`config.mk`:
```
export PLATFORM = sky130hd
export DESIGN_NAME = spbfc_top
export DESIGN_NICKNAME = d
export VERILOG_FILES = /design/src/rtl/spbfc_top.v
export VERILOG_INCLUDE_DIRS = /design/src /design/src/inc
export SDC_FILE = /design/constraint.sdc
export NUM_CORES = 1
export LEC_CHECK = 0
export ABC_CLOCK_PERIOD_IN_PS = 3800
export BUFFER_PORTS_ARGS = -buffer_cell sky130_fd_sc_hd__clkbuf_2
export CORE_UTILIZATION = 45
export DETAILED_ROUTE_END_ITERATION = 12
export PLACE_DENSITY = 0.7
export SYNTH_ARGS = -nofsm -noshare
export SYNTH_HDL_FRONTEND = slang
export SYNTH_SLANG_ARGS = --single-unit
```
`constraint.sdc`:
```
create_clock -name mclk -period 3.8 [get_ports mclk]
set_input_delay 1.14 -clock mclk [delete_from_list [all_inputs] [get_ports mclk]]
set_output_delay 1.14 -clock mclk [all_outputs]
set_load 0.005 [all_outputs]
```
`src/inc/spbfc_map.vh`:
```
`ifndef SPBFC_MAP_VH
`define SPBFC_MAP_VH
// Register offsets within the port window
`define SPBFC_OFF_DIV_HIGH   8'h18
`define SPBFC_OFF_DIV_LOW    8'h19
`define SPBFC_OFF_CTRL_ONE   8'h1A
`define SPBFC_OFF_CTRL_TWO   8'h1B
// Divisor high register fields
`define SPBFC_DH_BREAK_IRQ   7
`define SPBFC_DH_EDGE_IRQ    6
`define SPBFC_DH_DIV_MASK    8'h1F
// Control one fields
`define SPBFC_C1_LOOP        7
`define SPBFC_C1_RXSRC       5
`define SPBFC_C1_NINE        4
`define SPBFC_C1_ILT         2
`define SPBFC_C1_PAR_EN      1
`define SPBFC_C1_PAR_ODD     0
`define SPBFC_C1_MASK        8'hB7
// Control two fields
`define SPBFC_C2_TXE_IRQ     7
`define SPBFC_C2_TXD_IRQ     6
`define SPBFC_C2_RXF_IRQ     5
`define SPBFC_C2_IDLE_IRQ    4
`define SPBFC_C2_TX_ON       3
`define SPBFC_C2_RX_ON       2
`define SPBFC_C2_WAKEUP      1
`define SPBFC_C2_BREAK       0
// Reset values
`define SPBFC_RST_DIV_HIGH   8'h00
`define SPBFC_RST_DIV_LOW    8'h04
`define SPBFC_RST_CTRL_ONE   8'h00
`define SPBFC_RST_CTRL_TWO   8'h00
// Timing: prescale times oversample gives 64 clocks per divisor unit
`define SPBFC_PRESCALE_LAST  2'h3
`define SPBFC_OVS_LAST       4'hF
`define SPBFC_OVS_MID        4'h7
`define SPBFC_TICKS_PER_BIT  8'h10
`endif

```
`src/rtl/spbfc_top.v`:
```
// Function
// - Break-seen flag raises the interrupt when break_irq_en is set.
// - Edge-seen flag raises the interrupt when edge_irq_en is set.
// - Divisor is 13 bits from high[4:0] and low; zero stops the generator.
// - Bit rate is bus clock divided by 64 times the divisor.
// - Loop mode ties transmitter output to receiver; receive pin unused.
// - Without loop mode, separate receive and transmit pins, full duplex.
// - Receiver source select only matters in loop mode.
// - Loop mode with source 0 is purely internal loopback.
// - Loop mode with source 1 is single wire on the transmit pin.
// - Eight-bit frame: start, eight data bits LSB first, stop.
// - Nine-bit frame: start, eight data LSB first, ninth bit, stop.
// - Idle count starts after start bit, or after stop bit when selected.
// - Parity enable generates and checks parity in the top data bit.
// - Parity type 0 is even, 1 is odd, over all ones.
// - Control two is read/write any time, fixed field order, resets zero.
// - High divisor write is buffered until the low half is written.
// - Generator stays stopped after reset until tx_on or rx_on written 1.
`timescale 1ns/100ps
`default_nettype none
`include "spbfc_map.vh"

module spbfc_fifo
#(
  parameter WIDTH = 9,
  parameter DEPTH = 8,
  parameter AW    = 3
)
(
  input  wire             mclk,
  input  wire             rst_n,
  input  wire [WIDTH-1:0] in_data,
  input  wire             in_valid,
  output wire             in_ready,
  output wire [WIDTH-1:0] out_data,
  output wire             out_valid,
  input  wire             out_ready
);
  reg  [WIDTH-1:0] mem [0:DEPTH-1];
  reg  [AW-1:0]    wptr_q;
  reg  [AW-1:0]    rptr_q;
  reg  [AW:0]      cnt_q;
  reg              room_q;
  wire             push;
  wire             pop;

  assign push      = in_valid & room_q;
  assign pop       = out_ready & (cnt_q != {(AW+1){1'b0}});
  assign in_ready  = room_q;
  assign out_valid = (cnt_q != {(AW+1){1'b0}});
  assign out_data  = mem[rptr_q];

  // Storage has no reset; only pointers need a defined start
  always @(posedge mclk)
  begin
    if (push)
      mem[wptr_q] <= in_data;
  end

  // Pointers wrap at DEPTH; ready has its own flop so the port leaves a register
  always @(posedge mclk)
  begin
    if (!rst_n)
    begin
      wptr_q <= {AW{1'b0}};
      rptr_q <= {AW{1'b0}};
      cnt_q  <= {(AW+1){1'b0}};
      room_q <= 1'b1;
    end
    else
    begin
      if (push)
        wptr_q <= (wptr_q == DEPTH-1) ? {AW{1'b0}} : wptr_q + 1'b1;
      if (pop)
        rptr_q <= (rptr_q == DEPTH-1) ? {AW{1'b0}} : rptr_q + 1'b1;
      if (push & ~pop)
      begin
        cnt_q  <= cnt_q + 1'b1;
        room_q <= (cnt_q != DEPTH-1);
      end
      else if (pop & ~push)
      begin
        cnt_q  <= cnt_q - 1'b1;
        room_q <= 1'b1;
      end
    end
  end
endmodule // spbfc_fifo

module spbfc_top
(
  input  wire       mclk,
  input  wire       rst_n,
  input  wire [7:0] reg_addr,
  input  wire       reg_wr,
  input  wire       reg_rd,
  input  wire [7:0] reg_wdata,
  output reg  [7:0] reg_rdata_q,
  input  wire [8:0] tx_data,
  input  wire       tx_valid,
  output wire       tx_ready,
  output reg  [8:0] rx_data_q,
  output reg        rx_full_q,
  output reg        rx_par_err_q,
  output reg        rx_frame_err_q,
  input  wire       rx_take,
  input  wire [2:0] flag_clr,
  output reg        break_seen_flag_q,
  output reg        edge_seen_flag_q,
  output reg        idle_flag_q,
  output reg        irq_q,
  input  wire       rxd_i,
  input  wire       txd_i,
  output reg        txd_o_q,
  output reg        txd_oe_n_q
);
  localparam T_IDLE = 2'b01;
  localparam T_SEND = 2'b10;
  localparam R_IDLE = 3'b001;
  localparam R_STRT = 3'b010;
  localparam R_DATA = 3'b100;

  reg  [7:0]  div_high_q;
  reg  [4:0]  div_buf_q;
  reg  [7:0]  div_low_q;
  reg  [7:0]  ctrl_one_q;
  reg  [7:0]  ctrl_two_q;
  reg         baud_run_q;
  reg  [12:0] bcnt_q;
  reg  [1:0]  qcnt_q;
  reg         tick_q;
  reg         rxd_s1_q;
  reg         rxd_s2_q;
  reg         txd_s1_q;
  reg         txd_s2_q;
  reg         line_prev_q;
  reg  [1:0]  tst_q;
  reg  [10:0] tsh_q;
  reg  [3:0]  tbits_q;
  reg  [3:0]  ttick_q;
  reg  [2:0]  rst_q;
  reg  [9:0]  rsh_q;
  reg  [3:0]  rbits_q;
  reg  [3:0]  rtick_q;
  reg  [7:0]  hi_cnt_q;
  reg         idle_armed_q;
  wire [12:0] divisor_value;
  wire        gen_on;
  wire        loopback_select;
  wire        rx_source_select;
  wire        nine_bit;
  wire        rx_line;
  wire [3:0]  nbits;
  wire [8:0]  fifo_data;
  wire        fifo_valid;
  wire        fifo_pop;
  wire        frame_end;
  wire [8:0]  rx_word;
  wire        rx_is_break;
  wire        idle_hit;
  wire        wr_low;

  // Build an LSB-first frame; top data bit replaced by parity when enabled
  function [10:0] spbfc_frame;
    input [8:0] d;
    input       nine;
    input       pen;
    input       podd;
    reg   [8:0] w;
    begin
      w = d;
      if (pen & nine)
        w[8] = (^d[7:0]) ^ podd;
      else if (pen)
        w[7] = (^d[6:0]) ^ podd;
      if (nine)
        spbfc_frame = {1'b1, w[8:0], 1'b0};
      else
        spbfc_frame = {2'b11, w[7:0], 1'b0};
    end
  endfunction

  assign divisor_value    = {div_high_q[4:0], div_low_q};
  assign gen_on           = baud_run_q & (divisor_value != 13'h0000);
  assign loopback_select  = ctrl_one_q[`SPBFC_C1_LOOP];
  assign rx_source_select = ctrl_one_q[`SPBFC_C1_RXSRC];
  assign nine_bit         = ctrl_one_q[`SPBFC_C1_NINE];
  assign nbits            = nine_bit ? 4'hA : 4'h9; // Data plus stop after start
  assign wr_low           = reg_wr & (reg_addr == `SPBFC_OFF_DIV_LOW);

  // Receiver input routing; source select only counts in loop mode
  assign rx_line = !loopback_select ? rxd_s2_q :
                   rx_source_select ? txd_s2_q :
                   txd_o_q;

  // Register writes; unused bits masked so they read zero
  always @(posedge mclk)
  begin
    if (!rst_n)
    begin
      div_high_q <= `SPBFC_RST_DIV_HIGH;
      div_buf_q  <= 5'h00;
      div_low_q  <= `SPBFC_RST_DIV_LOW;
      ctrl_one_q <= `SPBFC_RST_CTRL_ONE;
      ctrl_two_q <= `SPBFC_RST_CTRL_TWO;
      baud_run_q <= 1'b0;
    end
    else if (reg_wr)
    begin
      case (reg_addr)
        `SPBFC_OFF_DIV_HIGH:
        begin
          // Enables take effect now, divisor half waits for low write
          div_high_q[7:6] <= reg_wdata[7:6];
          div_buf_q       <= reg_wdata[4:0];
        end
        `SPBFC_OFF_DIV_LOW:
        begin
          div_low_q       <= reg_wdata;
          div_high_q[4:0] <= div_buf_q;
        end
        `SPBFC_OFF_CTRL_ONE: ctrl_one_q <= reg_wdata & `SPBFC_C1_MASK;
        `SPBFC_OFF_CTRL_TWO:
        begin
          ctrl_two_q <= reg_wdata;
          if (reg_wdata[`SPBFC_C2_TX_ON] | reg_wdata[`SPBFC_C2_RX_ON])
            baud_run_q <= 1'b1;
        end
        default: ctrl_two_q <= ctrl_two_q;
      endcase
    end
  end

  // Register reads, one cycle after the strobe; unmapped reads zero
  always @(posedge mclk)
  begin
    if (!rst_n)
      reg_rdata_q <= 8'h00;
    else if (reg_rd)
    begin
      case (reg_addr)
        `SPBFC_OFF_DIV_HIGH: reg_rdata_q <= {div_high_q[7:6], 1'b0, div_high_q[4:0]};
        `SPBFC_OFF_DIV_LOW:  reg_rdata_q <= div_low_q;
        `SPBFC_OFF_CTRL_ONE: reg_rdata_q <= ctrl_one_q;
        `SPBFC_OFF_CTRL_TWO: reg_rdata_q <= ctrl_two_q;
        default:             reg_rdata_q <= 8'h00;
      endcase
    end
  end

  // Tick at 16x bit rate: divisor times 4 clocks per tick
  always @(posedge mclk)
  begin
    if (!rst_n || !gen_on || wr_low)
    begin
      bcnt_q <= 13'h0000;
      qcnt_q <= 2'h0;
      tick_q <= 1'b0;
    end
    else if (bcnt_q == divisor_value - 13'h0001)
    begin
      bcnt_q <= 13'h0000;
      qcnt_q <= qcnt_q + 2'h1;
      tick_q <= (qcnt_q == `SPBFC_PRESCALE_LAST);
    end
    else
    begin
      bcnt_q <= bcnt_q + 13'h0001;
      tick_q <= 1'b0;
    end
  end

  // Pin synchronisers, two stages each
  always @(posedge mclk)
  begin
    if (!rst_n)
    begin
      rxd_s1_q <= 1'b1;
      rxd_s2_q <= 1'b1;
      txd_s1_q <= 1'b1;
      txd_s2_q <= 1'b1;
    end
    else
    begin
      rxd_s1_q <= rxd_i;
      rxd_s2_q <= rxd_s1_q;
      txd_s1_q <= txd_i;
      txd_s2_q <= txd_s1_q;
    end
  end

  // Transmit words queue here so software can run ahead of the line
  spbfc_fifo #(.WIDTH(9), .DEPTH(8), .AW(3)) u_txq
  (
    .mclk      (mclk),
    .rst_n     (rst_n),
    .in_data   (tx_data),
    .in_valid  (tx_valid),
    .in_ready  (tx_ready),
    .out_data  (fifo_data),
    .out_valid (fifo_valid),
    .out_ready (fifo_pop)
  );

  assign fifo_pop = (tst_q == T_IDLE) & tick_q & ctrl_two_q[`SPBFC_C2_TX_ON] &
                    ~ctrl_two_q[`SPBFC_C2_BREAK];

  // Transmitter; the break bit sends an all-zero frame ahead of queued data
  always @(posedge mclk)
  begin
    if (!rst_n)
    begin
      tst_q      <= T_IDLE;
      tsh_q      <= 11'h7FF;
      tbits_q    <= 4'h0;
      ttick_q    <= 4'h0;
      txd_o_q    <= 1'b1;
      txd_oe_n_q <= 1'b1;
    end
    else
    begin
      // Pin driven while the transmitter is on or still finishing
      txd_oe_n_q <= ~(ctrl_two_q[`SPBFC_C2_TX_ON] | (tst_q == T_SEND));
      case (tst_q)
        T_IDLE:
        begin
          txd_o_q <= 1'b1;
          if (tick_q && ctrl_two_q[`SPBFC_C2_TX_ON] && ctrl_two_q[`SPBFC_C2_BREAK])
          begin
            tsh_q   <= 11'h000;
            tbits_q <= nbits;
            ttick_q <= 4'h0;
            txd_o_q <= 1'b0;
            tst_q   <= T_SEND;
          end
          else if (fifo_pop && fifo_valid)
          begin
            tsh_q   <= spbfc_frame(fifo_data, nine_bit, ctrl_one_q[`SPBFC_C1_PAR_EN],
                                   ctrl_one_q[`SPBFC_C1_PAR_ODD]);
            tbits_q <= nbits;
            ttick_q <= 4'h0;
            txd_o_q <= 1'b0;
            tst_q   <= T_SEND;
          end
        end
        T_SEND:
        begin
          if (tick_q)
          begin
            ttick_q <= ttick_q + 4'h1;
            if (ttick_q == `SPBFC_OVS_LAST)
            begin
              // Shift next bit out, LSB first
              if (tbits_q == 4'h0)
                tst_q <= T_IDLE;
              else
              begin
                tsh_q   <= {1'b1, tsh_q[10:1]};
                txd_o_q <= tsh_q[1];
                tbits_q <= tbits_q - 4'h1;
              end
            end
          end
        end
        default: tst_q <= T_IDLE;
      endcase
    end
  end

  assign frame_end   = (rst_q == R_DATA) & tick_q & (rtick_q == `SPBFC_OVS_LAST) &
                       (rbits_q == 4'h1);
  // Before the stop sample shifts in, the data bits sit in 9:1 (8:1 when eight-bit)
  assign rx_word     = nine_bit ? rsh_q[9:1] : {1'b0, rsh_q[8:1]};
  assign rx_is_break = (rsh_q[9:1] == 9'h000);
  assign idle_hit    = (hi_cnt_q == (nine_bit ? 8'hB0 : 8'hA0)) & idle_armed_q;

  // Receiver: centre on start bit, then sample every sixteen ticks
  always @(posedge mclk)
  begin
    if (!rst_n)
    begin
      rst_q   <= R_IDLE;
      rsh_q   <= 10'h000;
      rbits_q <= 4'h0;
      rtick_q <= 4'h0;
    end
    else if (!ctrl_two_q[`SPBFC_C2_RX_ON])
      rst_q <= R_IDLE;
    else if (tick_q)
    begin
      case (rst_q)
        R_IDLE:
          if (!rx_line)
          begin
            rtick_q <= 4'h0;
            rst_q   <= R_STRT;
          end
        R_STRT:
        begin
          rtick_q <= rtick_q + 4'h1;
          if (rtick_q == `SPBFC_OVS_MID)
          begin
            // A glitch shorter than half a bit is not a start
            rst_q   <= rx_line ? R_IDLE : R_DATA;
            rtick_q <= 4'h0;
            rbits_q <= nbits;
          end
        end
        R_DATA:
        begin
          rtick_q <= rtick_q + 4'h1;
          if (rtick_q == `SPBFC_OVS_LAST)
          begin
            rsh_q   <= nine_bit ? {rx_line, rsh_q[9:1]} : {1'b0, rx_line, rsh_q[8:1]};
            rbits_q <= rbits_q - 4'h1;
            if (rbits_q == 4'h1)
              rst_q <= R_IDLE;
          end
        end
        default: rst_q <= R_IDLE;
      endcase
    end
  end

  // Received word, errors and status flags; a set beats a clear
  always @(posedge mclk)
  begin
    if (!rst_n)
    begin
      rx_data_q         <= 9'h000;
      rx_full_q         <= 1'b0;
      rx_par_err_q      <= 1'b0;
      rx_frame_err_q    <= 1'b0;
      break_seen_flag_q <= 1'b0;
      edge_seen_flag_q  <= 1'b0;
      idle_flag_q       <= 1'b0;
      line_prev_q       <= 1'b1;
      hi_cnt_q          <= 8'h00;
      idle_armed_q      <= 1'b0;
    end
    else
    begin
      line_prev_q <= rx_line;
      if (line_prev_q & ~rx_line)
        edge_seen_flag_q <= 1'b1;
      else if (flag_clr[1])
        edge_seen_flag_q <= 1'b0;
      if (frame_end && rx_is_break && !rx_line)
        break_seen_flag_q <= 1'b1;
      else if (flag_clr[0])
        break_seen_flag_q <= 1'b0;
      if (idle_hit)
        idle_flag_q <= 1'b1;
      else if (flag_clr[2])
        idle_flag_q <= 1'b0;
      // Standby (wakeup bit set) suppresses delivery until software clears the bit
      if (frame_end && !ctrl_two_q[`SPBFC_C2_WAKEUP])
      begin
        rx_data_q      <= rx_word;
        rx_full_q      <= 1'b1;
        rx_frame_err_q <= ~rx_line;
        rx_par_err_q   <= ctrl_one_q[`SPBFC_C1_PAR_EN] &
                          ((nine_bit ? ^rsh_q[9:1] : ^rsh_q[8:1]) ^ ctrl_one_q[`SPBFC_C1_PAR_ODD]);
      end
      else if (rx_take)
        rx_full_q <= 1'b0;
      // High time in ticks; restarted by a low, or by the stop when selected
      if (!rx_line || (frame_end && ctrl_one_q[`SPBFC_C1_ILT]))
        hi_cnt_q <= 8'h00;
      else if (tick_q && hi_cnt_q != 8'hFF)
        hi_cnt_q <= hi_cnt_q + 8'h01;
      if (!rx_line)
        idle_armed_q <= 1'b1;
      else if (idle_hit)
        idle_armed_q <= 1'b0;
    end
  end

  // One interrupt request from every enabled source
  always @(posedge mclk)
  begin
    if (!rst_n)
      irq_q <= 1'b0;
    else
      irq_q <= (break_seen_flag_q & div_high_q[`SPBFC_DH_BREAK_IRQ]) |
               (edge_seen_flag_q & div_high_q[`SPBFC_DH_EDGE_IRQ]) |
               (rx_full_q & ctrl_two_q[`SPBFC_C2_RXF_IRQ]) |
               (idle_flag_q & ctrl_two_q[`SPBFC_C2_IDLE_IRQ]) |
               (~fifo_valid & ctrl_two_q[`SPBFC_C2_TXE_IRQ]) |
               (~fifo_valid & (tst_q == T_IDLE) & ctrl_two_q[`SPBFC_C2_TXD_IRQ]);
  end
endmodule // spbfc_top

`default_nettype wire

```
==> reports/qor.csv <==
metric,value,unit
status,completed,
htree depth,1,
worst min path class,flip-flop to flip-flop,
clk slew on worst S/H paths,60,ps
Final period util,78.4,%
Final Setup Violations,0,
Hold Startpoint,txd_s1_q,
CTS tree,yes,
synth unique cells,67,
Crit Path Max Fanout,7,
largest net degree at the start of global routing,68,
Crit path largest cell delay,620,ps
clk root buf,clkbuf_16,
"Endpoint, Worst Hold",txd_s2_q,
Max VDD drop,0.396,mV
DRC viols,0,
post-cts resize count,0,
Initial Util,46.5,%
Netlist Area Pre-Place,9890,um2
core box area,21300,um2
CP Data Arrival Time,3420,ps
reg2reg start,u_txq.cnt_q[0],
Power Density,437,nW/um2
Avg WL per Cell,15.8,um
post-layout min period,2980,ps
drt total wl,20000,um
syn nets,966,
CP max-delay cell,or4_1,
PortBufs,62,
clk_skew,13.7,ps
post-CTS setup buffer count,0,
Worst R2R End,u_txq.cnt_q[3],
total CTS buffers,24,
Critical Path Most Common Cell,ha_1,
#FFs+latches synth,217,
r2r setup slk,820,ps
RSZ-0062 raised after global routing,no,
static leakage,4.17,nW
Worst setup SP type,flip-flop,
grt met1 use,24.1,%
Top Ports,63,
Die X-Extent,150,um
number of buffers inserted for hold repair after clock tree synthesis,0,
DR pass1 iterations,4,
ys flop type,dfxtp_1,
grt met3 use,2.61,%
Worst Reg-to-Reg Cells,11,
Worst Hold Path Cells,1,
Worst EP required,4240,ps
critical path endpoint category,flip-flop,
Die H,150,um
"Seq/Total Area, Yosys",51.2,%
Total Routing Usage GR,18.3,%
# nets final,1030,
clock sink count,217,
pre-CTS setup slack,599,ps
top-area cell type share of the netlist area,29.3,%
Post-Syn Instances,908,
Crit Path Category,flip-flop to flip-flop,
first-pass GRT wire length,32900,um
CTS Buffer Depth,3,
GR Util met2,31.2,%
final hold vios,0,
Sum Neg Setup Slack,0,ps
vias per inst,5.39,
share of cells above drive strength 1,16.0,%
global route overflow,0,
antenna diode count,0,
cell types occupying the most area after synthesis,"dfxtp_1 (29%), edfxtp_1 (22%), mux4_2 (5.5%)",
Worst Max-Slew Pin Slew,1020,ps
max-cap violations,0,
Yosys top cell by area,dfxtp_1,
asr flop ratio synth,0,%
Worst Slack Setup Final,820,ps
ANT nets after route,0,
warnings from Yosys,0,
Max Slew Vio Count,0,
Die ar.,22600,um2
Fmax,0.336,GHz
Clock Latency Late Sink,510,ps
via count,6814,
initial antenna violation count,0,
cells along the critical path,"or4_1, nand2_1, or2_1, ha_1, inv_1, ha_1, a21o_1, a21oi_1, xnor2_1, or3_1, a21boi_0",
most frequent cell after synthesis,dfxtp_1,
Core Rows,53,
Post-synth EDFFs,72,
Placer Congestion,0.822,
Post-DP HPWL,13800,um
Synth top cells by count,"dfxtp_1 (145), edfxtp_1 (72), nand2_1 (69), nor2b_1 (68), nor2_1 (58)",
vias in the first global route,6540,
Top Usage Layer GRT,met2,
Iter 0 DRT Violations,318,
max_slew headroom,31.8,%
Syn-to-layout area delta,14.4,%
Mean Syn Cell Area,10.9,um2
-- critical path: cells and delay by family, from the launching register on --
| kind | cells | cell delay [ps] |
|---|---|---|
| buffers and inverters | 1 | 100 |
| xor gates and xnor gates | 1 | 90 |
| DFF | 1 | 370 |
| adders and majority gates | 2 | 550 |
| and+or+nand+nor | 4 | 1310 |
| AOI/OAI and AO/OA | 3 | 510 |
-- state kept, by name, indices dropped and copies added (netlist names), 5 cells and up, named ones only --
name / cells
u_txq.mem: 72
tsh_q: 10
bcnt_q: 13
ctrl_one_q: 6
rsh_q: 9
div_low_q: 8
div_high_q: 7
div_buf_q: 5
rx_data_q: 9
ctrl_two_q: 8
reg_rdata_q: 8
hi_cnt_q: 8
-- worst max path at each step --
stage / from / endpoint / slack (ps)
5_1_grt: u_txq.cnt_q[0] / u_txq.cnt_q[3] / 650
2_1_floorplan: tx_valid / u_txq.cnt_q[3] / 920
4_1_cts: u_txq.cnt_q[0] / u_txq.cnt_q[3] / 810
6_report: u_txq.cnt_q[0] / u_txq.cnt_q[3] / 820
3_3_place_gp: tx_valid / u_txq.cnt_q[3] / 670
3_5_place_dp: tx_valid / u_txq.cnt_q[3] / 600
-- through the flow --
stage | total power (W) | hold WS (ps) | utilization [%] | instances | cell area (um2)
after floorplan | 0.00261 | 386 | - | 908 | 9890
after global placement | 0.00268 | 391 | 49.4 | 1221 | 10500
after detailed placement | 0.00268 | 391 | 49.4 | 1221 | 10500
after CTS | 0.00500 | 405 | 53.2 | 1265 | 11300
after global routing | 0.00511 | 432 | 53.2 | 1265 | 11300
final | 0.00494 | 405 | 53.2 | 1265 | 11300
-- routing by layer --
layer	up-vias	part of all wire, %
met4	0	1.7
met3	32	4.2
met2	131	48
met1	3279	46
met5	-	0
li1	3372	-
-- cell type report --
cell class,instances,area [um2]
Tap cell,275,344
Timing Repair Buffer,79,450
Multi-Input combinational cell,621,4550
Sequential cell,217,5060
Clock buffer,33,696
Clock inverter,11,106
Fill cell,1867,9970
Inverter,29,109
-- layout by cell type, fill, tap and decap left out, types with 6 or more instances in the layout --
cell type  instances
xnor2_1           31
o21ai_1           16
ha_1              21
nand4_1           11
dfxtp_1          145
nor2b_1           68
inv_1             28
nor4_1             6
mux2i_1           50
o21ai_0           19
a21boi_0          16
buf_4             16
and3_1            13
nor2_1            58
nand2b_1          12
clkbuf_2          61
o21a_1             8
nor3_1            15
clkbuf_16         25
a21oi_1           35
nand2_1           69
and2_1            15
clkinv_2           7
edfxtp_1          72
nand3_1           25
xor2_1            27
mux4_2            24
-- report_power, final --
part | internal, W | switching [W]
sequential | 0.00242 | 0.0000168
clock | 0.00141 | 0.000897
combinational | 0.0000888 | 0.000105
-- kinds of logic (layout without fill, tap and decap cells) --
family / Yosys count / count (layout) / share of synthesized area, %
AO/OA/AOI/OAI: 137 / 137 / 8.96
buffers and inverters: 70 / 152 / 2.87
flip-flops: 217 / 217 / 51.2
AND/OR/NAND/NOR: 323 / 323 / 17.5
adder cells (fa/ha/maj): 22 / 22 / 2.86
XOR/XNOR: 60 / 60 / 5.54
multiplexers: 79 / 79 / 11.1
(Power assumes the default switching activity.)
